$ cat src/verilog/pll_opt_pkg.sv
// Constants and types shared by the dual PLL option control block
package pll_opt_pkg;
  localparam int WORD_W = 19;
  localparam int OPT_W = 17;
  // Select pair sits at the top of the latched word: B at bit 18, A at bit 17
  localparam int SEL_LSB = 17;
  localparam logic [1:0] SEL_OPTION = 2'h1;
  localparam int DRV1_LSB = 0;
  localparam int DRV2_LSB = 3;
  localparam int DRV_W = 3;
  localparam int POL_BIT = 6;
  localparam int PRE1_BIT = 7;
  localparam int PRE2_BIT = 8;
  localparam int AUTO_BIT = 9;
  localparam int LW_LO_BIT = 10;
  localparam int LW_HI_BIT = 11;
  localparam int FL_BIT = 12;
  localparam int RC_HI_BIT = 13;
  localparam int RC_LO_BIT = 14;
  localparam int SR_HI_BIT = 15;
  localparam int SR_LO_BIT = 16;
  localparam logic [OPT_W-1:0] OPT_RST = 17'h00000;
  localparam logic [WORD_W-1:0] WORD_RST = 19'h00000;
  localparam logic [2:0] DRV_VOLTAGE = 3'h7;
  localparam logic [3:0] REV_ONE = 4'h1;
  // APB register map
  localparam int ADDR_W = 8;
  localparam logic [7:0] OFS_OPTION = 8'h00;
  localparam logic [7:0] OFS_STATUS = 8'h04;
  localparam logic [7:0] OFS_WORD = 8'h08;
  localparam int ST_LOADED = 0;
  localparam int ST_FL_LSB = 1;
  localparam int ST_LOCK_LSB = 3;
  localparam int ST_TM_LSB = 5;
  localparam int ST_LOKI = 7;
  // Pin sampling order
  localparam int PIN_SCLK = 0;
  localparam int PIN_SDATA = 1;
  localparam int PIN_STRB = 2;
  localparam int PIN_TEN = 3;
  localparam int PIN_RF1 = 4;
  localparam int PIN_RF2 = 5;
  localparam int PIN_N = 6;
  // Idle pin levels: the serial clock rests high, so no false edge after reset
  localparam logic [PIN_N-1:0] PIN_IDLE = 6'h01;
  // Test mode counts
  localparam logic [4:0] TM3_PULSES = 5'h10;
  localparam logic [6:0] MON_LAST = 7'h40;
  localparam logic [6:0] MON_HIGH = 7'h21;
  typedef enum logic [1:0] {TM_NONE, TM_MON1, TM_MON2, TM_LEAK} test_mode_t;
  typedef enum logic [1:0] {FL_IDLE, FL_SWITCH, FL_DONE} fl_state_t;
endpackage

$ cat src/verilog/pump_chan_if.sv
// Per-channel settings and pump status between option decode and pump logic
`timescale 1ns/1ps
interface pump_chan_if;
  logic [2:0] drive_code;
  logic polarity;
  logic auto_vi;
  logic fl_en;
  logic [3:0] rev_limit;
  logic restart;
  logic leak_test;
  logic sw_open;
  logic lead;
  logic lag;
  logic locked;
  logic pump_o;
  logic pump_oe;
  logic gate_o;
  logic gate_oe;
  logic switch_on;
  logic voltage_mode;
  logic fl_busy;
  modport ctrl (output drive_code, polarity, auto_vi, fl_en, rev_limit, restart,
    leak_test, sw_open, lead, lag, locked, input pump_o, pump_oe, gate_o, gate_oe,
    switch_on, voltage_mode, fl_busy);
  modport chan (input drive_code, polarity, auto_vi, fl_en, rev_limit, restart,
    leak_test, sw_open, lead, lag, locked, output pump_o, pump_oe, gate_o, gate_oe,
    switch_on, voltage_mode, fl_busy);
endinterface

$ cat src/verilog/pump_channel.sv
// One loop's pump routing, fast-lock sequencer and voltage/current select
`timescale 1ns/1ps
module pump_channel
(
  input wire logic clk,
  input wire logic rst_n,
  pump_chan_if.chan bus
);
  pll_opt_pkg::fl_state_t st_ff;
  logic [3:0] rev_cnt_ff;
  logic sign_ff;
  logic seen_ff;
  logic err;
  logic flip;
  logic on_gate;

  assign err = bus.lead ^ bus.lag;
  assign flip = err & seen_ff & (bus.lead != sign_ff);
  assign on_gate = (st_ff == pll_opt_pkg::FL_SWITCH);

  // Every applied option word restarts the sequence
  always_ff @(posedge clk or negedge rst_n)
  begin
    if (!rst_n)
    begin
      st_ff <= pll_opt_pkg::FL_IDLE;
      rev_cnt_ff <= 4'h0;
    end
    else if (bus.restart)
    begin
      st_ff <= bus.fl_en ? pll_opt_pkg::FL_SWITCH : pll_opt_pkg::FL_IDLE;
      rev_cnt_ff <= 4'h0;
    end
    else
    begin
      case (st_ff)
        pll_opt_pkg::FL_SWITCH:
        begin
          if (flip)
          begin
            rev_cnt_ff <= rev_cnt_ff + 4'h1;
            if (rev_cnt_ff + 4'h1 >= bus.rev_limit)
            begin
              st_ff <= pll_opt_pkg::FL_DONE;
            end
          end
        end
        default: st_ff <= st_ff;
      endcase
    end
  end

  // Last error sign; the first error after a restart is not a reversal
  always_ff @(posedge clk or negedge rst_n)
  begin
    if (!rst_n)
    begin
      sign_ff <= 1'b0;
      seen_ff <= 1'b0;
    end
    else if (bus.restart)
    begin
      seen_ff <= 1'b0;
    end
    else if (err)
    begin
      seen_ff <= 1'b1;
      sign_ff <= bus.lead;
    end
  end

  always_ff @(posedge clk or negedge rst_n)
  begin
    if (!rst_n)
    begin
      bus.pump_o <= 1'b0;
      bus.pump_oe <= 1'b0;
      bus.gate_o <= 1'b0;
      bus.gate_oe <= 1'b0;
      bus.switch_on <= 1'b0;
      bus.voltage_mode <= 1'b0;
      bus.fl_busy <= 1'b0;
    end
    else
    begin
      bus.pump_o <= bus.polarity ? bus.lead : bus.lag;
      bus.gate_o <= bus.polarity ? bus.lead : bus.lag;
      bus.pump_oe <= err & ~bus.leak_test & ~on_gate;
      bus.gate_oe <= err & ~bus.leak_test & on_gate;
      bus.switch_on <= bus.leak_test ? ~bus.sw_open : on_gate;
      bus.voltage_mode <= (bus.drive_code == pll_opt_pkg::DRV_VOLTAGE) |
        (bus.auto_vi & ~bus.locked);
      bus.fl_busy <= on_gate;
    end
  end
endmodule

$ cat src/verilog/dual_pll_option_control.sv
// Option word decode, serial load, test modes and lock output of a dual PLL
//
// Decided for this implementation: the APB interface to the registers and the address map.
`timescale 1ns/1ps
module dual_pll_option_control
(
  input wire logic pclk,
  input wire logic presetn,
  input wire logic [pll_opt_pkg::ADDR_W-1:0] paddr,
  input wire logic psel,
  input wire logic penable,
  input wire logic pwrite,
  input wire logic [31:0] pwdata,
  output logic [31:0] prdata,
  output logic pready,
  output logic pslverr,
  input wire logic serial_clk,
  input wire logic serial_data,
  input wire logic load_strobe,
  input wire logic test_enable,
  input wire logic rf_input_ch1,
  input wire logic rf_input_ch2,
  input wire logic [1:0] phase_lead,
  input wire logic [1:0] phase_lag,
  input wire logic [1:0] loop_locked,
  output logic [1:0] pump_out,
  output logic [1:0] pump_out_oe,
  output logic [1:0] filter_gate_pin,
  output logic [1:0] filter_gate_pin_oe,
  output logic [1:0] fast_lock_switch,
  output logic [1:0] voltage_mode,
  output logic [2:0] drive_code1,
  output logic [2:0] drive_code2,
  output logic prescaler1_on,
  output logic prescaler2_on,
  output logic [1:0] lock_window_sel,
  output logic [1:0] switch_res_sel,
  output logic lock_indicator_o,
  output logic lock_indicator_oe,
  output logic monitor_out
);
  localparam int PN = pll_opt_pkg::PIN_N;
  localparam int WW = pll_opt_pkg::WORD_W;
  localparam int OW = pll_opt_pkg::OPT_W;

  logic [PN-1:0] pin_raw;
  logic [PN-1:0] s1_ff;
  logic [PN-1:0] s2_ff;
  logic [PN-1:0] s3_ff;
  logic [PN-1:0] pin_ff;
  logic [PN-1:0] prev_ff;
  logic [PN-1:0] rise;
  logic [PN-1:0] fall;
  pll_opt_pkg::test_mode_t tm_ff;
  pll_opt_pkg::test_mode_t nxt_tm;
  logic [WW-1:0] shift_ff;
  logic [WW-1:0] word_ff;
  logic [OW-1:0] opt_ff;
  logic loaded_ff;
  logic restart_ff;
  logic latch_evt;
  logic opt_ser;
  logic sw_apply;
  logic leak;
  logic [4:0] tm3_cnt_ff;
  logic tm3_open;
  logic lock_oe_ff;
  logic [1:0] enabled;
  logic all_locked;
  logic [6:0] mon_cnt_ff;
  logic mon_ff;
  logic mon_mode;
  logic mon_edge;
  logic pready_ff;
  logic pslverr_ff;
  logic [31:0] prdata_ff;
  logic [31:0] rd_mux;
  logic [7:0] status;
  logic [1:0] fl_busy;
  logic setup;
  logic mapped;

  // Pins sampled through three flops; a change counts once stages 2 and 3 agree
  assign pin_raw = {rf_input_ch2, rf_input_ch1, test_enable, load_strobe, serial_data,
    serial_clk};

  always_ff @(posedge pclk or negedge presetn)
  begin
    if (!presetn)
    begin
      s1_ff <= pll_opt_pkg::PIN_IDLE;
      s2_ff <= pll_opt_pkg::PIN_IDLE;
      s3_ff <= pll_opt_pkg::PIN_IDLE;
      pin_ff <= pll_opt_pkg::PIN_IDLE;
      prev_ff <= pll_opt_pkg::PIN_IDLE;
    end
    else
    begin
      s1_ff <= pin_raw;
      s2_ff <= s1_ff;
      s3_ff <= s2_ff;
      pin_ff <= (s2_ff & s3_ff) | (pin_ff & (s2_ff | s3_ff));
      prev_ff <= pin_ff;
    end
  end

  assign rise = pin_ff & ~prev_ff;
  assign fall = ~pin_ff & prev_ff;

  // Test mode from strobe and data levels while the test pin is raised
  always_comb
  begin
    nxt_tm = pll_opt_pkg::TM_NONE;
    if (pin_ff[pll_opt_pkg::PIN_TEN])
    begin
      case ({pin_ff[pll_opt_pkg::PIN_STRB], pin_ff[pll_opt_pkg::PIN_SDATA]})
        2'h2: nxt_tm = pll_opt_pkg::TM_MON1;
        2'h1: nxt_tm = pll_opt_pkg::TM_MON2;
        2'h3: nxt_tm = pll_opt_pkg::TM_LEAK;
        default: nxt_tm = pll_opt_pkg::TM_NONE;
      endcase
    end
  end

  always_ff @(posedge pclk or negedge presetn)
  begin
    if (!presetn)
    begin
      tm_ff <= pll_opt_pkg::TM_NONE;
    end
    else
    begin
      tm_ff <= nxt_tm;
    end
  end

  assign leak = (tm_ff == pll_opt_pkg::TM_LEAK);

  // Strobe and data act as mode selects in test, so loading is held off then
  assign latch_evt = fall[pll_opt_pkg::PIN_STRB] & ~pin_ff[pll_opt_pkg::PIN_TEN];
  assign opt_ser = latch_evt & (shift_ff[WW-1:pll_opt_pkg::SEL_LSB] == pll_opt_pkg::SEL_OPTION);

  always_ff @(posedge pclk or negedge presetn)
  begin
    if (!presetn)
    begin
      shift_ff <= pll_opt_pkg::WORD_RST;
    end
    else if (fall[pll_opt_pkg::PIN_SCLK] & ~pin_ff[pll_opt_pkg::PIN_TEN])
    begin
      shift_ff <= {shift_ff[WW-2:0], pin_ff[pll_opt_pkg::PIN_SDATA]};
    end
  end

  always_ff @(posedge pclk or negedge presetn)
  begin
    if (!presetn)
    begin
      word_ff <= pll_opt_pkg::WORD_RST;
      loaded_ff <= 1'b0;
    end
    else if (latch_evt)
    begin
      word_ff <= shift_ff;
      loaded_ff <= 1'b1;
    end
  end

  // Shifting never disturbs the applied options
  always_ff @(posedge pclk or negedge presetn)
  begin
    if (!presetn)
    begin
      opt_ff <= pll_opt_pkg::OPT_RST;
    end
    else if (opt_ser)
    begin
      opt_ff <= shift_ff[OW-1:0];
    end
    else if (sw_apply)
    begin
      opt_ff <= pwdata[OW-1:0];
    end
  end

  always_ff @(posedge pclk or negedge presetn)
  begin
    if (!presetn)
    begin
      restart_ff <= 1'b0;
    end
    else
    begin
      restart_ff <= opt_ser | sw_apply;
    end
  end

  // Serial clock pulses in leak test; saturates so the switch stays open
  always_ff @(posedge pclk or negedge presetn)
  begin
    if (!presetn)
    begin
      tm3_cnt_ff <= 5'h00;
    end
    else if (!leak)
    begin
      tm3_cnt_ff <= 5'h00;
    end
    else if (rise[pll_opt_pkg::PIN_SCLK] && tm3_cnt_ff < pll_opt_pkg::TM3_PULSES)
    begin
      tm3_cnt_ff <= tm3_cnt_ff + 5'h01;
    end
  end

  assign tm3_open = (tm3_cnt_ff >= pll_opt_pkg::TM3_PULSES);

  // Open drain: enable high means the pin is pulled low
  assign enabled = {opt_ff[pll_opt_pkg::PRE2_BIT], opt_ff[pll_opt_pkg::PRE1_BIT]};
  assign all_locked = (|enabled) & ((loop_locked | ~enabled) == 2'h3);

  always_ff @(posedge pclk or negedge presetn)
  begin
    if (!presetn)
    begin
      lock_oe_ff <= 1'b0;
    end
    else
    begin
      lock_oe_ff <= leak ? tm3_open : all_locked;
    end
  end

  // Monitor divides the selected input by 65, high for the first 33 periods
  assign mon_mode = (tm_ff == pll_opt_pkg::TM_MON1) | (tm_ff == pll_opt_pkg::TM_MON2);
  assign mon_edge = (tm_ff == pll_opt_pkg::TM_MON1) ? rise[pll_opt_pkg::PIN_RF1] :
    rise[pll_opt_pkg::PIN_RF2];

  always_ff @(posedge pclk or negedge presetn)
  begin
    if (!presetn)
    begin
      mon_cnt_ff <= 7'h00;
      mon_ff <= 1'b0;
    end
    else if (!mon_mode)
    begin
      mon_cnt_ff <= 7'h00;
      mon_ff <= 1'b0;
    end
    else
    begin
      if (mon_edge)
      begin
        mon_cnt_ff <= (mon_cnt_ff == pll_opt_pkg::MON_LAST) ? 7'h00 : mon_cnt_ff + 7'h01;
      end
      mon_ff <= (mon_cnt_ff < pll_opt_pkg::MON_HIGH);
    end
  end

  // Channels
  pump_chan_if ch_bus[2] ();

  for (genvar i = 0; i < 2; i++)
  begin : g_ch
    assign ch_bus[i].drive_code = opt_ff[pll_opt_pkg::DRV1_LSB + i * pll_opt_pkg::DRV_W +:
      pll_opt_pkg::DRV_W];
    assign ch_bus[i].polarity = opt_ff[pll_opt_pkg::POL_BIT];
    assign ch_bus[i].auto_vi = opt_ff[pll_opt_pkg::AUTO_BIT];
    assign ch_bus[i].fl_en = opt_ff[pll_opt_pkg::AUTO_BIT] & opt_ff[pll_opt_pkg::FL_BIT];
    assign ch_bus[i].rev_limit = pll_opt_pkg::REV_ONE << {opt_ff[pll_opt_pkg::RC_HI_BIT],
      opt_ff[pll_opt_pkg::RC_LO_BIT]};
    assign ch_bus[i].restart = restart_ff;
    assign ch_bus[i].leak_test = leak;
    assign ch_bus[i].sw_open = tm3_open;
    assign ch_bus[i].lead = phase_lead[i];
    assign ch_bus[i].lag = phase_lag[i];
    assign ch_bus[i].locked = loop_locked[i];
    assign pump_out[i] = ch_bus[i].pump_o;
    assign pump_out_oe[i] = ch_bus[i].pump_oe;
    assign filter_gate_pin[i] = ch_bus[i].gate_o;
    assign filter_gate_pin_oe[i] = ch_bus[i].gate_oe;
    assign fast_lock_switch[i] = ch_bus[i].switch_on;
    assign voltage_mode[i] = ch_bus[i].voltage_mode;
    assign fl_busy[i] = ch_bus[i].fl_busy;
    pump_channel i_pump_channel
    (
      .clk(pclk),
      .rst_n(presetn),
      .bus(ch_bus[i])
    );
  end
  assign drive_code1 = opt_ff[pll_opt_pkg::DRV1_LSB +: pll_opt_pkg::DRV_W];
  assign drive_code2 = opt_ff[pll_opt_pkg::DRV2_LSB +: pll_opt_pkg::DRV_W];
  assign prescaler1_on = opt_ff[pll_opt_pkg::PRE1_BIT];
  assign prescaler2_on = opt_ff[pll_opt_pkg::PRE2_BIT];
  assign lock_window_sel = {opt_ff[pll_opt_pkg::LW_HI_BIT],
    opt_ff[pll_opt_pkg::LW_LO_BIT]};
  assign switch_res_sel = {opt_ff[pll_opt_pkg::SR_HI_BIT], opt_ff[pll_opt_pkg::SR_LO_BIT]};
  assign lock_indicator_o = 1'b0;
  assign lock_indicator_oe = lock_oe_ff;
  assign monitor_out = mon_ff;

  // APB slave: data and pready are prepared in setup, so no wait states
  assign setup = psel & ~penable;
  assign sw_apply = psel & penable & pready_ff & pwrite & (paddr == pll_opt_pkg::OFS_OPTION);
  assign mapped = (paddr == pll_opt_pkg::OFS_OPTION) | (paddr == pll_opt_pkg::OFS_STATUS) |
    (paddr == pll_opt_pkg::OFS_WORD);
  assign status = {lock_oe_ff, tm_ff, loop_locked, fl_busy, loaded_ff};

  always_comb
  begin
    rd_mux = 32'h00000000;
    case (paddr)
      pll_opt_pkg::OFS_OPTION: rd_mux[OW-1:0] = opt_ff;
      pll_opt_pkg::OFS_STATUS: rd_mux[7:0] = status;
      pll_opt_pkg::OFS_WORD: rd_mux[WW-1:0] = word_ff;
      default: rd_mux = 32'h00000000;
    endcase
  end

  always_ff @(posedge pclk or negedge presetn)
  begin
    if (!presetn)
    begin
      pready_ff <= 1'b0;
      pslverr_ff <= 1'b0;
      prdata_ff <= 32'h00000000;
    end
    else
    begin
      pready_ff <= setup;
      pslverr_ff <= setup & ~mapped;
      if (setup)
      begin
        prdata_ff <= pwrite ? 32'h00000000 : rd_mux;
      end
    end
  end

  assign pready = pready_ff;
  assign pslverr = pslverr_ff;
  assign prdata = prdata_ff;
endmodule

$ cat config.mk
export PLATFORM = sky130hd
export DESIGN_NAME = dual_pll_option_control
export DESIGN_NICKNAME = d
export VERILOG_FILES = /design/src/verilog/pll_opt_pkg.sv /design/src/verilog/pump_chan_if.sv /design/src/verilog/pump_channel.sv /design/src/verilog/dual_pll_option_control.sv
export SDC_FILE = /design/constraint.sdc
export NUM_CORES = 1
export LEC_CHECK = 0
export ABC_AREA = 0
export BUFFER_PORTS_ARGS = -buffer_cell sky130_fd_sc_hd__buf_2
export CAP_MARGIN = 20
export CELL_PAD_IN_SITES_DETAIL_PLACEMENT = 1
export CELL_PAD_IN_SITES_GLOBAL_PLACEMENT = 1
export CORE_ASPECT_RATIO = 0.8
export CORE_MARGIN = 2
export CORE_UTILIZATION = 44
export CTS_CLUSTER_DIAMETER = 100
export DETAILED_ROUTE_END_ITERATION = 12
export PLACE_DENSITY_LB_ADDON = 0.1
export RECOVER_POWER = 25
export REMOVE_ABC_BUFFERS = 1
export SETUP_SLACK_MARGIN = 0.02
export SLEW_MARGIN = 20
export SYNTH_ARGS = -nofsm -noshare
export SYNTH_HDL_FRONTEND = slang
export SYNTH_SLANG_ARGS = --single-unit
$ cat constraint.sdc
create_clock -name pclk -period 3.1 [get_ports pclk]
set_clock_uncertainty 0.05 [all_clocks]
set_input_delay 0.155 -clock pclk [delete_from_list [all_inputs] [get_ports pclk]]
set_output_delay 0.155 -clock pclk [all_outputs]
set_load 0.005 [all_outputs]
; ---- Word-level counts from Yosys, hierarchy flattened
; Index checks and enable logic that the tools add are counted.
[word_totals]
input_bits = 57
word_cells = 175
out_inout_bits = 61
ff_bits = 165
[op_classes]
n_shift = 1
bitwise = 51
n_reduce_logical = 18
n_addsub = 4
n_mux = 39
magnitude_cmp = 5
n_eq_ne = 19
[ops]
columns = op, n
row1 = $mux W17, 2
row2 = $mux W4, 6
row3 = $pmux W8 S3, 1
row4 = $and A1 B1 Y1, 23
row5 = $mux W7, 3
row6 = $mux W2, 10
row7 = $mux W19, 1
row8 = $and A6 B6 Y6, 3
row9 = $pmux W9 S2, 1
row10 = $reduce_bool A2 Y1, 9
row11 = $mux W1, 12
row12 = $or A6 B6 Y6, 2
row13 = $eq A2 B1 Y1 const B, 5
row14 = $eq A2 B2 Y1 const B, 5
row15 = $mux W5, 2
row16 = $not A1 Y1, 10
row17 = $add A4 B1 Y4 const B, 2
row18 = $eq A8 B3 Y1 const B, 1
row19 = $eq A8 B4 Y1 const B, 1
row20 = $ge A4 B4 Y1, 2
row21 = $logic_not A8 Y1, 1
row22 = $reduce_and A2 Y1, 4
row23 = $add A7 B1 Y7 const B, 1
row24 = $eq A7 B7 Y1 const B, 1
row25 = 20 further kinds, 29

; ---- Longest topological paths before layout
; Gate-level depths: netlist of the first run.
[depth]
depth_word = 6
mapped_depth = 7
depth_no_buf = 7

; ---- Cells and area by module
; A second synthesis of the first run with hierarchy kept.
[hier_totals]
hier_cells = 546
hier_area_um2 = 6850.3
[modules_own_cells]
columns = mod, seq_area_each_um2, n_inst, cells_per_inst, area_per_inst_um2
row1 = dual_pll_option_control, 3059.2, 1, 402, 5351.4
row2 = pump_channel, 350.3, 2, 72, 749.5

; ---- Worst setup path before layout of the first run
; No wires, ideal clock.
[synth_timing]
path_type = reg2reg
startpoint = register tm_ff[0]
endpoint = register mon_cnt_ff[6]
synth_period_minus_slack_ns = 1.848
slack_ns = 1.252
setup_time_ns = 0.124
t_arrival_ns = 1.674
stages_incl_launch_ff = 7
path_buffers = 2
required_ns = 2.926
path_cell_list = dfrtp_1 ha_1 clkbuf_1 a311oi_1 clkbuf_1 nor4b_1 a211o_1
[synth_via]
elab_chain_len = 3
elab_cells_between_ends = 6
classes_between = eq/ne: 3 / mux: 2 / bitwise: 1
[synth_lines]
columns = element, line
row1 = from (decl), dual_pll_option_control.sv:54  ; pll_opt_pkg::test_mode_t tm_ff;
row2 = from (signal assigned), dual_pll_option_control.sv:129  ; tm_ff <= pll_opt_pkg::TM_NONE;
row3 = from (signal assigned), dual_pll_option_control.sv:133  ; tm_ff <= nxt_tm;
row4 = $eq A2 B1 Y1 or $eq A2 B2 Y1 (tied branches), "dual_pll_option_control.sv:234, dual_pll_option_control.sv:235"
row5 = $or A1 B1 Y1 or $mux W1 (tied branches), "dual_pll_option_control.sv:234, dual_pll_option_control.sv:235"
row6 = $ne A2 B1 Y1 (no source line) or $mux W7 (tied branches), --
row7 = to (signal assigned), dual_pll_option_control.sv:254  ; mon_cnt_ff <= (mon_cnt_ff == pll_opt_pkg::MON_LAST) ? 7'h00 : mon_cnt_ff + 7'h01;
row8 = to (decl), dual_pll_option_control.sv:70  ; logic [6:0] mon_cnt_ff;
; Parallel ways exist; a longest one is shown, timed or not.
; A chain may end at the register's enable or synchronous reset.

; ---- Final worst setup path of the first run
[layout_timing]
startpoint = input paddr[3] in the netlist's numbering
endpoint = register opt_ff[6]
[layout_via]
elab_chain_len = 3
[layout_lines]
columns = element, line
row1 = from (decl), dual_pll_option_control.sv:9  ; input wire logic [pll_opt_pkg::ADDR_W-1:0] paddr,
row2 = $logic_not A8 Y1, dual_pll_option_control.sv:305  ; assign sw_apply = psel & penable & pready_ff & pwrite & (paddr == pll_opt_pkg::OFS_OPTION);
row3 = $and A1 B1 Y1, dual_pll_option_control.sv:305
row4 = $reduce_bool A2 Y1 (no source line), --
row5 = to (signal assigned), dual_pll_option_control.sv:174  ; opt_ff <= pll_opt_pkg::OPT_RST;
row6 = to (signal assigned), dual_pll_option_control.sv:178  ; opt_ff <= shift_ff[OW-1:0];
row7 = to (signal assigned), dual_pll_option_control.sv:182  ; opt_ff <= pwdata[OW-1:0];
row8 = to (decl), dual_pll_option_control.sv:58  ; logic [OW-1:0] opt_ff;
; Every way passes these cells.

==> out/qor.yml, run 1 <==
rsz0062_at_grt: "no"
synthCells: 576
relSlewSlack_pct: -13.6
grt_use_total_pct: 20.9
layout-drive-gt1-share_pct: 24.1
syn_area_um2: 6620
instances_no_fill: 878
numClockSinks: 150
nNetsFinal: 750
antennaDiodeCount: 0
dp.cells: 816
layout_common_cells: "dfrtp_1, buf_2, nand3_1"
vias: 4662
finalHoldWorstSlack_ns: 0.0664
cts_root_buf: "clkbuf_16"
synth_seq_cells: 150
setup-violations-final: 0
reg2reg_depth: 4
critPathSlowestCell: "clkbuf_1"
start_kind: "input port"
grt_max_degree: 100
slowest_delay_ns: 1.20
cts.repair.resized: 0
drv_cap: 1
grt_pass1_wl_um: 25900
ys_dominant_reg_cell: "dfrtp_1"
worst_slew_pin_slew_ns: 1.70
wl_um: 15700
grt_pass1_vias: 4897
gp_congestion: 0.758
ant_nets: 0
cts_setup_buffers: 0
min-delay-path-class: "input port to flip-flop"
io_pins: 118
status: "finished, violations left"
post_drt_wl_per_cell_um: 17.9
cts_tree: "done"
final_common_cell: "dfrtp_1"
timing.final.crit_share_pct: 72.6
fmax_ghz: 0.444
p_per_area_nw_per_um2: 694
hold_buffers: 31
fin_util_pct: 53.8
first_iter_violations: 210
avgSynthCellArea_um2: 11.5
die_h_um: 114
cp_common_cell: "nand3_1"
final.setup.tns_ns: 0
synth_cell_types: 49
antenna_found_initial: 0
fp.coreArea_um2: 14900
overflow: 0
fillers: 1578
critical_path_depth: 5
hold_path_depth: 5
totalPowerFinal_mw: 5.55
leakage_nw: 3.71
clk_latency_ns: 0.43
crit_arrival_ns: 2.49
synth_edf_count: 0
cts_max_level: 4
cts.clk_slew.worst_paths_ns: 0.06
violations: "max-capacitance violations, max-slew violations"
hpwl_um: 10600
crit_path_end_kind: "flip-flop"
crit_chain: "clkbuf_1, and4b_1, and4_1, nand3_1, nand3_1"
cp_num_buf_inv: 1
die_area_um2: 16000
crit_fanout: 23
crit_family: "buffers and inverters"
critPathKind: "input port to flip-flop"
cts.path.max_buffers: 2
async_reset_ff_share_pct: 100
drtPass1Iterations: 4
drcViolationCount: 0
initial_utilization_pct: 44.5
drv_slew: 24
ir_worst_vdd_mv: 0.370
rows: 40
worstPathRequired_ns: 3.34
period_needed_ns: 2.25
numCtsBuffers: 17
die_w_um: 141
vias_per_cell: 5.31
area_growth_pct: 20.7
portBuffers: 88
ys.warnings.count: 0
synth_seq_area_share_pct: 56.8
hold_viol: 0
-- flip-flops by register name, indices dropped and copies added (netlist names), 2 cells and up --
signal,cells
g_ch.i_pump_channel.sign_ff,2
g_ch.i_pump_channel.bus.pump_oe,2
pin_ff,6
g_ch.i_pump_channel.rev_cnt_ff,8
s3_ff,6
g_ch.i_pump_channel.bus.fl_busy,2
word_ff,19
opt_ff,17
prdata,19
g_ch.i_pump_channel.bus.gate_oe,2
prev_ff,4
g_ch.i_pump_channel.bus.switch_on,2
tm3_cnt_ff,5
s1_ff,6
shift_ff,19
tm_ff,2
g_ch.i_pump_channel.st_ff,4
g_ch.i_pump_channel.seen_ff,2
mon_cnt_ff,7
s2_ff,6
g_ch.i_pump_channel.bus.voltage_mode,2
-- stage by stage --
| stage | setup slack (ns) | instance area (um^2) |
|---|---|---|
| after global routing | 0.690 | 7990 |
| after CTS | 0.951 | 8010 |
| after floorplan | -0.516 | 6300 |
| after detailed placement | 0.971 | 7060 |
| final | 0.850 | 7990 |
| after global placement | 1.02 | 7060 |
-- report_power, final --
group	switching (mW)	internal (mW)	total [mW]
sequential	0.222	2.23	2.45
combinational	0.435	0.446	0.882
clock	0.805	1.41	2.21
-- Yosys cell counts (3+ instances only) --
cell	instances	area (um^2)
a211oi_1	3	22.5
xnor2_1	10	87.6
dfstp_2	5	131
inv_1	14	52.6
a21oi_1	16	80.1
nor2_1	22	82.6
nor3_1	6	30.0
nand2_1	44	165
nand3b_1	7	52.6
o21a_1	4	30.0
nor3b_1	6	45.0
buf_4	36	270
and2_1	5	31.3
mux2_2	40	450
nand2b_1	9	56.3
nand3_1	60	300
o21ai_0	24	120
buf_2	11	55.1
o31ai_1	3	22.5
xor2_1	3	26.3
o21ai_1	9	45.0
ha_1	16	200
clkbuf_1	12	45.0
nor2b_1	5	31.3
mux2i_1	20	200
dfrtp_1	145	3630
maj3_1	6	60.1
a31oi_1	3	18.8
-- final cells by class --
| cell class | instances | area (um^2) | area share, % |
|---|---|---|---|
| flip-flops and latches | 150 | 3760 | 47.1 |
| multi-input cells | 366 | 2490 | 31.2 |
| repair buffers | 128 | 806 | 10.1 |
| clock buffers | 20 | 467 | 5.84 |
| well taps | 189 | 236 | 2.96 |
| clock inverters | 11 | 174 | 2.18 |
| inverters | 14 | 52.6 | 0.658 |
-- worst min-delay path, cell delays in order --
cell and delay [ns]:
buf_2 0.10, nor4_4 0.04, nand2_2 0.08, a21oi_1 0.04, nor2_1 0.08
-- cells by family (layout without fill, tap and decap cells) --
logic type      Yosys count  after routing  synth area share, %
xor+xnor                 13             13                 1.72
mux                      60             60                 9.83
fa+ha+maj                22             22                 3.93
simple gates            182            182                 14.3
flops                   150            150                 56.8
compound gates           75             75                 6.92
other cells               1             14               0.0567
buf+inv                  73            173                 6.39
-- final timing paths --
check                                    start                   endpoint  slack (ns)
min reg2reg                 s1_ff[4]$_DFF_PN0_         s2_ff[4]$_DFF_PN0_        0.30
max in group asynchronous              presetn         s1_ff[0]$_DFF_PN1_        1.80
max reg2reg                pin_ff[3]$_DFF_PN0_      opt_ff[6]$_DFFE_PN0P_        0.97
min in group asynchronous              presetn  mon_cnt_ff[3]$_DFFE_PN0P_        0.34
min                                   paddr[4]          pslverr$_DFF_PN0_        0.07
max                                   paddr[3]      opt_ff[6]$_DFFE_PN0P_        0.85
-- per-layer routing --
metal	part of all wire (%)	track usage (%)	wire, um
met1	47	28.5	7360
met2	47	33.6	7450
met3	4.4	4.91	693
met4	1.2	6.47	195
met5	0	0	0
No activity file was read; power rests on OpenSTA's default activity.
==> run 2: changes to the inputs <==
--- a/config.mk
+++ b/config.mk
@@ -12,7 +12,7 @@
 export CELL_PAD_IN_SITES_GLOBAL_PLACEMENT = 1
 export CORE_ASPECT_RATIO = 0.8
 export CORE_MARGIN = 2
-export CORE_UTILIZATION = 44
+export CORE_UTILIZATION = 40
 export CTS_CLUSTER_DIAMETER = 100
 export DETAILED_ROUTE_END_ITERATION = 12
 export PLACE_DENSITY_LB_ADDON = 0.1
==> constraint.sdc (replaced) <==
create_clock -name pclk -period 1.8 [get_ports pclk]
set_clock_uncertainty 0.05 [all_clocks]
set_input_delay 0.09 -clock pclk [delete_from_list [all_inputs] [get_ports pclk]]
set_output_delay 0.09 -clock pclk [all_outputs]
set_load 0.005 [all_outputs]
==> run 2 against run 1 <==
Compared with the run above: cell area increased by 7.7%; the run ends with negative setup slack left; highest routed layer unchanged; sequential share of layout area decreased by 3.3 points; sequential cell count stayed put.
==> out/qor.yml, run 2 (synthesis gave the netlist of run 1 again) <==
cts_root_buf: "clkbuf_16"
final_area_um2: 8600  # +7.7%
grt_max_degree: 53  # -47%
gp_congestion: 0.777  # +2.6%
net-switching-power_mw: 2.82  # +93%
vias_per_cell: 5.09  # -4.1%
final_common_cell: "dfrtp_1"
hpwl_um: 11700  # +11%
crit_fanout: 3  # -87%
post-place-ws_ns: -0.109  # -1.08 ns
post_drt_wl_per_cell_um: 18.2  # +1.7%
seqCellArea_um2: 3760  # about the same
drtPass1Iterations: 4  # unchanged
cts.clk_slew.worst_paths_ns: 0.06  # about the same
drv_cap: 0  # -1
numClockSinks: 150  # unchanged
critPathKind: "flip-flop to flip-flop"
io_pins: 118  # unchanged
die_w_um: 148  # +4.7%
vias: 4824  # +3.5%
antennaDiodeCount: 0  # unchanged
overflow: 0  # unchanged
fin_ws_ns: -0.0365  # -0.886 ns
drv_slew: 0  # -100%
crit_arrival_ns: 2.09  # -0.40 ns
drcViolationCount: 0  # unchanged
grt_use_total_pct: 20.1  # -0.79 points
antenna_found_initial: 0  # unchanged
die_area_um2: 17600  # +9.7%
power_frac_seq_pct: 42.5  # -1.7 points
fillers: 1757  # +11%
fmax_ghz: 0.545
dpl_cell_area_um2: 7360  # +4.3%
cts_max_level: 4  # unchanged
initial_utilization_pct: 40.4  # -4.2 points
leakage_nw: 3.98  # +7.3%
p_per_area_nw_per_um2: 1160  # +67%
worst_slew_pin_slew_ns: 0.783  # -0.921 ns
clk_latency_ns: 0.42  # about the same
numCtsBuffers: 17  # unchanged
start_kind: "flip-flop"
die_h_um: 119  # +4.7%
timing.final.crit_share_pct: 102
violations: "negative setup slack"
rsz0062_at_grt: "yes"
intPower_mw: 7.17  # +75%
layout-drive-gt1-share_pct: 33.8  # +9.7 points
ant_nets: 0  # unchanged
power.share.switching_pct: 28.2  # +1.9 points
area_growth_pct: 30.0
nNetsFinal: 788  # +5.1%
layout_common_cells: "dfrtp_1, buf_2, nand3_1"
p_clk_share_pct: 34.6  # -5.3 points
ir_worst_vdd_mv: 0.670  # +81%
wl_um: 17200  # +9.7%
setup-violations-final: 1  # +1
fin_util_pct: 52.5  # -1.3 points
cts_tree: "done"
period_needed_ns: 1.84
first_iter_violations: 187  # -11%
portBuffers: 88  # unchanged
worstPathRequired_ns: 2.06  # -1.28 ns
crit_path_end_kind: "flip-flop"
fp.coreArea_um2: 16400  # +10%
finalHoldWorstSlack_ns: 0.0251  # -0.0413 ns
status: "finished, violations left"
rows: 42  # +5.0%
min-delay-path-class: "input port to flip-flop"
cts.path.max_buffers: 2  # unchanged
grt_pass1_wl_um: 27400  # +5.6%
relSlewSlack_pct: 47.8  # +61 points
hold_viol: 0  # unchanged
pwr-share-comb_pct: 22.9  # +7.0 points
multiInputGateArea_um2: 2730  # +9.6%
grt_pass1_vias: 5108  # +4.3%
[run 2: changes by cell type in the layout (fill, tap and decap cells not counted), sizes merged]
| cell | change |
|---|---|
| clkbuf | -13 |
| bufinv | -2 |
| dlygate4sd3 | +2 |
| clkinv | +4 |
| buf | +47 |
[run 2: per-stage QoR]
| stage | TNS, ns | cells | total power [mW] |
|---|---|---|---|
| final | -0.0365 | 947 | 9.99 |
| after global routing | -0.105 | 947 | 10.5 |
| after CTS | 0 | 937 | 9.78 |
| after detailed placement | -0.426 | 872 | 5.89 |
| after global placement | -0.0562 | 872 | 5.77 |
| after floorplan | -63.26 | 530 | 5.15 |
[run 2: final timing paths]
| kind | from | to | slack, ns | cells after the start |
|---|---|---|---|---|
| max | g_ch[1].i_pump_channel.rev_cnt_ff[1]$_DFFE_PN0P_ | g_ch[1].i_pump_channel.st_ff[1]$_DFFE_PN0P_ | -0.04 | 7 |
| min | paddr[7] | pslverr$_DFF_PN0_ | 0.03 | 5 |
| max reg2reg | g_ch[1].i_pump_channel.rev_cnt_ff[1]$_DFFE_PN0P_ | g_ch[1].i_pump_channel.st_ff[1]$_DFFE_PN0P_ | -0.04 | 7 |
| min reg2reg | s1_ff[1]$_DFF_PN0_ | s2_ff[1]$_DFF_PN0_ | 0.31 | 0 |
| max in group asynchronous | presetn | s1_ff[0]$_DFF_PN1_ | 0.92 | 3 |
| min in group asynchronous | presetn | mon_cnt_ff[5]$_DFFE_PN0P_ | 0.14 | 2 |
[run 2: final cells by class]
cell class,instances,share of cell area [%]
Clock buffer,18,5.11
Clock inverter,13,1.56
Inverter,14,0.611
Multi-Input combinational cell,366,31.8
Sequential cell,150,43.7
Tap cell,220,3.20
Timing Repair Buffer,166,14.0
[run 2: worst max-delay path, cell delays in order (launching register included)]
cell	delay, ns
dfrtp_1	0.44
buf_6	0.13
nand3_4	0.08
xnor2_2	0.18
ha_4	0.17
a2111oi_4	0.36
nor3b_2	0.10
o21a_1	0.20
[run 2: power groups by stage]
stage	sequential (mW)	clock (mW)	combinational, mW
floorplan	4.16	0	0.992
global placement	4.22	0	1.55
detailed placement	4.26	0	1.63
CTS	4.21	3.55	2.03
global route	4.31	3.68	2.53
finish	4.25	3.46	2.28
[run 2: routing by layer]
metal / vias to the layer above / share of wire, % / GRT usage, % / wire [um]
met2: 90 / 50 / 33.4 / 8600
met4: 0 / 0.56 / 4.29 / 97
li1: 2241 / - / - / -
met5: - / 0 / 0 / 0
met3: 6 / 3.7 / 4.79 / 629
met1: 2487 / 46 / 27.1 / 7910
[run 2: what timing repair did]
action                                 in CTS  in global routing
buffers inserted                            1                 10
endpoints found under the hold margin     122                  0
setup endpoints to repair                   9                 15
hold buffers                               33                  0
resized for setup                          16                 34
pin swaps                                   3                 12
==> run 3: changes to the inputs <==
--- a/config.mk
+++ b/config.mk
@@ -7,12 +7,11 @@
 export LEC_CHECK = 0
 export ABC_AREA = 0
 export BUFFER_PORTS_ARGS = -buffer_cell sky130_fd_sc_hd__buf_2
-export CAP_MARGIN = 20
 export CELL_PAD_IN_SITES_DETAIL_PLACEMENT = 1
 export CELL_PAD_IN_SITES_GLOBAL_PLACEMENT = 1
 export CORE_ASPECT_RATIO = 0.8
 export CORE_MARGIN = 2
-export CORE_UTILIZATION = 40
+export CORE_UTILIZATION = 41
 export CTS_CLUSTER_DIAMETER = 100
 export DETAILED_ROUTE_END_ITERATION = 12
 export PLACE_DENSITY_LB_ADDON = 0.1
@@ -22,4 +21,5 @@
 export SLEW_MARGIN = 20
 export SYNTH_ARGS = -nofsm -noshare
 export SYNTH_HDL_FRONTEND = slang
+export SYNTH_HIERARCHICAL = 1
 export SYNTH_SLANG_ARGS = --single-unit
==> run 3 against run 2 <==
Compared with the run above: the run still ends with negative setup slack left; maximum frequency rose by 1.5%; core utilization fell by 0.80 points; routed wire length fell by 5.6%; synthesized cell count fell by 5.2%; combinational power fell by 65%.
==> out/qor.yml, run 3 <==
status: "finished, violations left"
violations: "negative setup slack"
clk_latency_ns: 0.42  # about the same
synthTopCellsByArea: "dfrtp_1, mux2_2, buf_4"
numClockSinks: 150  # unchanged
power_frac_seq_pct: 47.4  # +4.9 points
layout_common_cells: "dfrtp_1, buf_2, mux2_2"
start_kind: "flip-flop"
synth_cell_types: 53  # +8.2%
fillers: 1706  # -2.9%
vias: 4494  # -6.8%
multiInputGateArea_um2: 2750  # +0.41%
die_area_um2: 17800  # +0.94%
p_per_area_nw_per_um2: 955  # -18%
hold_buffers: 26  # -21%
seqCellArea_um2: 3760  # about the same
pwr-share-comb_pct: 9.9  # -13 points
reg2reg_depth: 5  # -2
worstPathRequired_ns: 2.05  # about the same
ys.warnings.count: 6  # +6
crit_arrival_ns: 2.06  # -0.03 ns
die_w_um: 149  # +0.47%
drv_cap: 0  # unchanged
ant_nets: 0  # unchanged
drcViolationCount: 0  # unchanged
ir_worst_vdd_mv: 0.789  # +18%
slowest_delay_ns: 0.40  # -0.04 ns
fp.coreArea_um2: 16400  # +0.32%
initial_utilization_pct: 41.6  # +1.3 points
nNetsFinal: 745  # -5.5%
hpwl_um: 11200  # -4.7%
wl_um: 16300  # -5.6%
portBuffers: 88  # unchanged
die_h_um: 120  # +0.47%
synth_seq_area_share_pct: 54.9  # -1.9 points
worst_slew_pin_slew_ns: 1.27  # +0.492 ns
antenna_found_initial: 0  # unchanged
post_drt_wl_per_cell_um: 18.0  # -1.1%
ys_dominant_reg_cell: "dfrtp_1"
cts.path.max_buffers: 2  # unchanged
crit_fanout: 9  # +6
setup-violations-final: 2  # +1
synthCells: 546  # -5.2%
synth_seq_cells: 150  # unchanged
crit_family: "multiplexers"
first_iter_violations: 132  # -29%
synth_top_area_share_pct: 53.0  # -1.9 points
grt_pass1_wl_um: 26100  # -4.6%
avgSynthCellArea_um2: 12.5  # +9.2%
crit_path_end_kind: "flip-flop"
vias_per_cell: 4.97  # -2.4%
leakage_nw: 4.10  # +2.9%
hold_path_depth: 3  # -2
layout-drive-gt1-share_pct: 35.7  # +1.8 points
async_reset_ff_share_pct: 100  # unchanged
grt_max_degree: 54  # +1.9%
numCtsBuffers: 17  # unchanged
intPower_mw: 6.12  # -15%
period_needed_ns: 1.81  # -0.0272 ns
power.share.switching_pct: 24.6  # -3.7 points
syn_area_um2: 6850  # +3.5%
synth.most_common_cell: "dfrtp_1"
instances_no_fill: 904  # -4.5%
yosysTopAreaCell: "dfrtp_1"
rows: 42  # unchanged
final_common_cell: "dfrtp_1"
antennaDiodeCount: 0  # unchanged
cp_num_buf_inv: 1  # unchanged
synthTopCellsByCount: "dfrtp_1, mux2_2, buf_4"
grt_use_total_pct: 19.3  # -0.83 points
critPathSlowestCell: "dfrtp_1"
crit_chain: "nor3b_4, nand3b_1, buf_4, mux2_1, mux2_4"
gp_congestion: 0.746  # -4.1%
min-delay-path-class: "input port to flip-flop"
rsz0062_at_grt: "yes"
overflow: 0  # unchanged
final.setup.tns_ns: -0.0100  # +0.0265 ns
area_growth_pct: 24.1
drv_slew: 0  # unchanged
critical_path_depth: 5  # -2
synth_edf_count: 0  # unchanged
io_pins: 118  # unchanged
net-switching-power_mw: 1.99  # -29%
relSlewSlack_pct: 15.0  # -33 points
hold_viol: 0  # unchanged
cts_root_buf: "clkbuf_16"
fin_ws_ns: -0.00933  # +0.0272 ns
timing.final.crit_share_pct: 101  # -1.5 points
dp.cells: 840  # -3.7%
critPathKind: "flip-flop to flip-flop"
cts_tree: "done"
cts.clk_slew.worst_paths_ns: 0.06  # about the same
cts_max_level: 4  # unchanged
grt_pass1_vias: 4924  # -3.6%
fmax_ghz: 0.553  # +1.5%
p_clk_share_pct: 42.8  # +8.2 points
drtPass1Iterations: 4  # unchanged
## run 3: cell types whose count changed after synthesis, sizes merged, moves of 12 or more
cell / change
nand3: -55
mux2: +40
inv: +16
nand2: -16
nor2: -12
## run 3: through the flow
step / instance area (um^2) / hold WS, ns / utilization, % / setup WS [ns] / power, mW
2_1_floorplan: 6530 / -0.256 / - / -1.24 / 4.26
3_3_place_gp: 7540 / 0.00299 / 45.9 / -0.0756 / 4.61
3_5_place_dp: 7540 / 0.0116 / 45.9 / -0.0787 / 4.67
4_1_cts: 8430 / -0.0117 / 51.3 / -0.0312 / 8.21
5_1_grt: 8500 / -0.00746 / 51.7 / -0.108 / 8.48
6_report: 8500 / 0.00102 / 51.7 / -0.00933 / 8.11
## run 3: area by class of cell
type | count | share of cell area [%]
well taps | 220 | 3.24
inverters | 30 | 1.33
clock buffers | 19 | 5.21
clock inverters | 12 | 1.55
multi-input cells | 323 | 32.3
flip-flops and latches | 150 | 44.3
repair buffers | 150 | 12.1
## run 3: tightest hold or removal path, cell delays in order
cell	delay, ns
buf_2	0.08
mux2_1	0.13
mux2_4	0.13
## run 3: final timing paths
kind / slack (ns) / startpoint / end
worst max-delay path: -0.009 / pin_ff[2]$_DFF_PN0_ / opt_ff[11]$_DFFE_PN0P_
worst min register to register: 0.30 / s1_ff[4]$_DFF_PN0_ / s2_ff[4]$_DFF_PN0_
max in group asynchronous: 0.28 / presetn / opt_ff[14]$_DFFE_PN0P_
worst min-delay path: 0.001 / pwdata[11] / opt_ff[11]$_DFFE_PN0P_
min in group asynchronous: 0.45 / presetn / prdata[15]$_DFFE_PN0P_
worst max register to register: -0.009 / pin_ff[2]$_DFF_PN0_ / opt_ff[11]$_DFFE_PN0P_
## run 3: what timing repair did
| item | 4_1_cts | 5_1_grt |
|---|---|---|
| gates resized for setup | 12 | 9 |
| buffers inserted | 1 | 6 |
| endpoints found under the setup margin | 22 | 21 |
| endpoints found under the hold margin | 106 | 1 |
| pin swaps | 1 | 8 |
## run 3: cells by family (layout without fill, tap and decap cells)
logic type	after synthesis	after routing	share of synthesized area (%)
compound gates	75	75	7.87
flops	150	150	54.9
buf+inv	86	211	7.10
mux	103	103	17.0
other cells	1	14	0.0547
fa+ha+maj	22	22	3.80
xor+xnor	9	9	1.15
simple gates	100	100	8.13
## run 3: routing by layer
layer	vias up	track usage, %	routed length (um)
li1	2117	-	-
met1	2268	24.7	7390
met2	88	32.3	8040
met3	21	4.68	578
met4	0	6.31	261
met5	-	0	0
## run 3: power by group through the flow
stage	sequential [mW]	clock (mW)	combinational, mW
5_1_grt	3.89	3.70	0.889
3_3_place_gp	3.88	0	0.728
6_report	3.84	3.47	0.800
3_5_place_dp	3.90	0	0.768
4_1_cts	3.85	3.55	0.823
2_1_floorplan	3.83	0	0.431
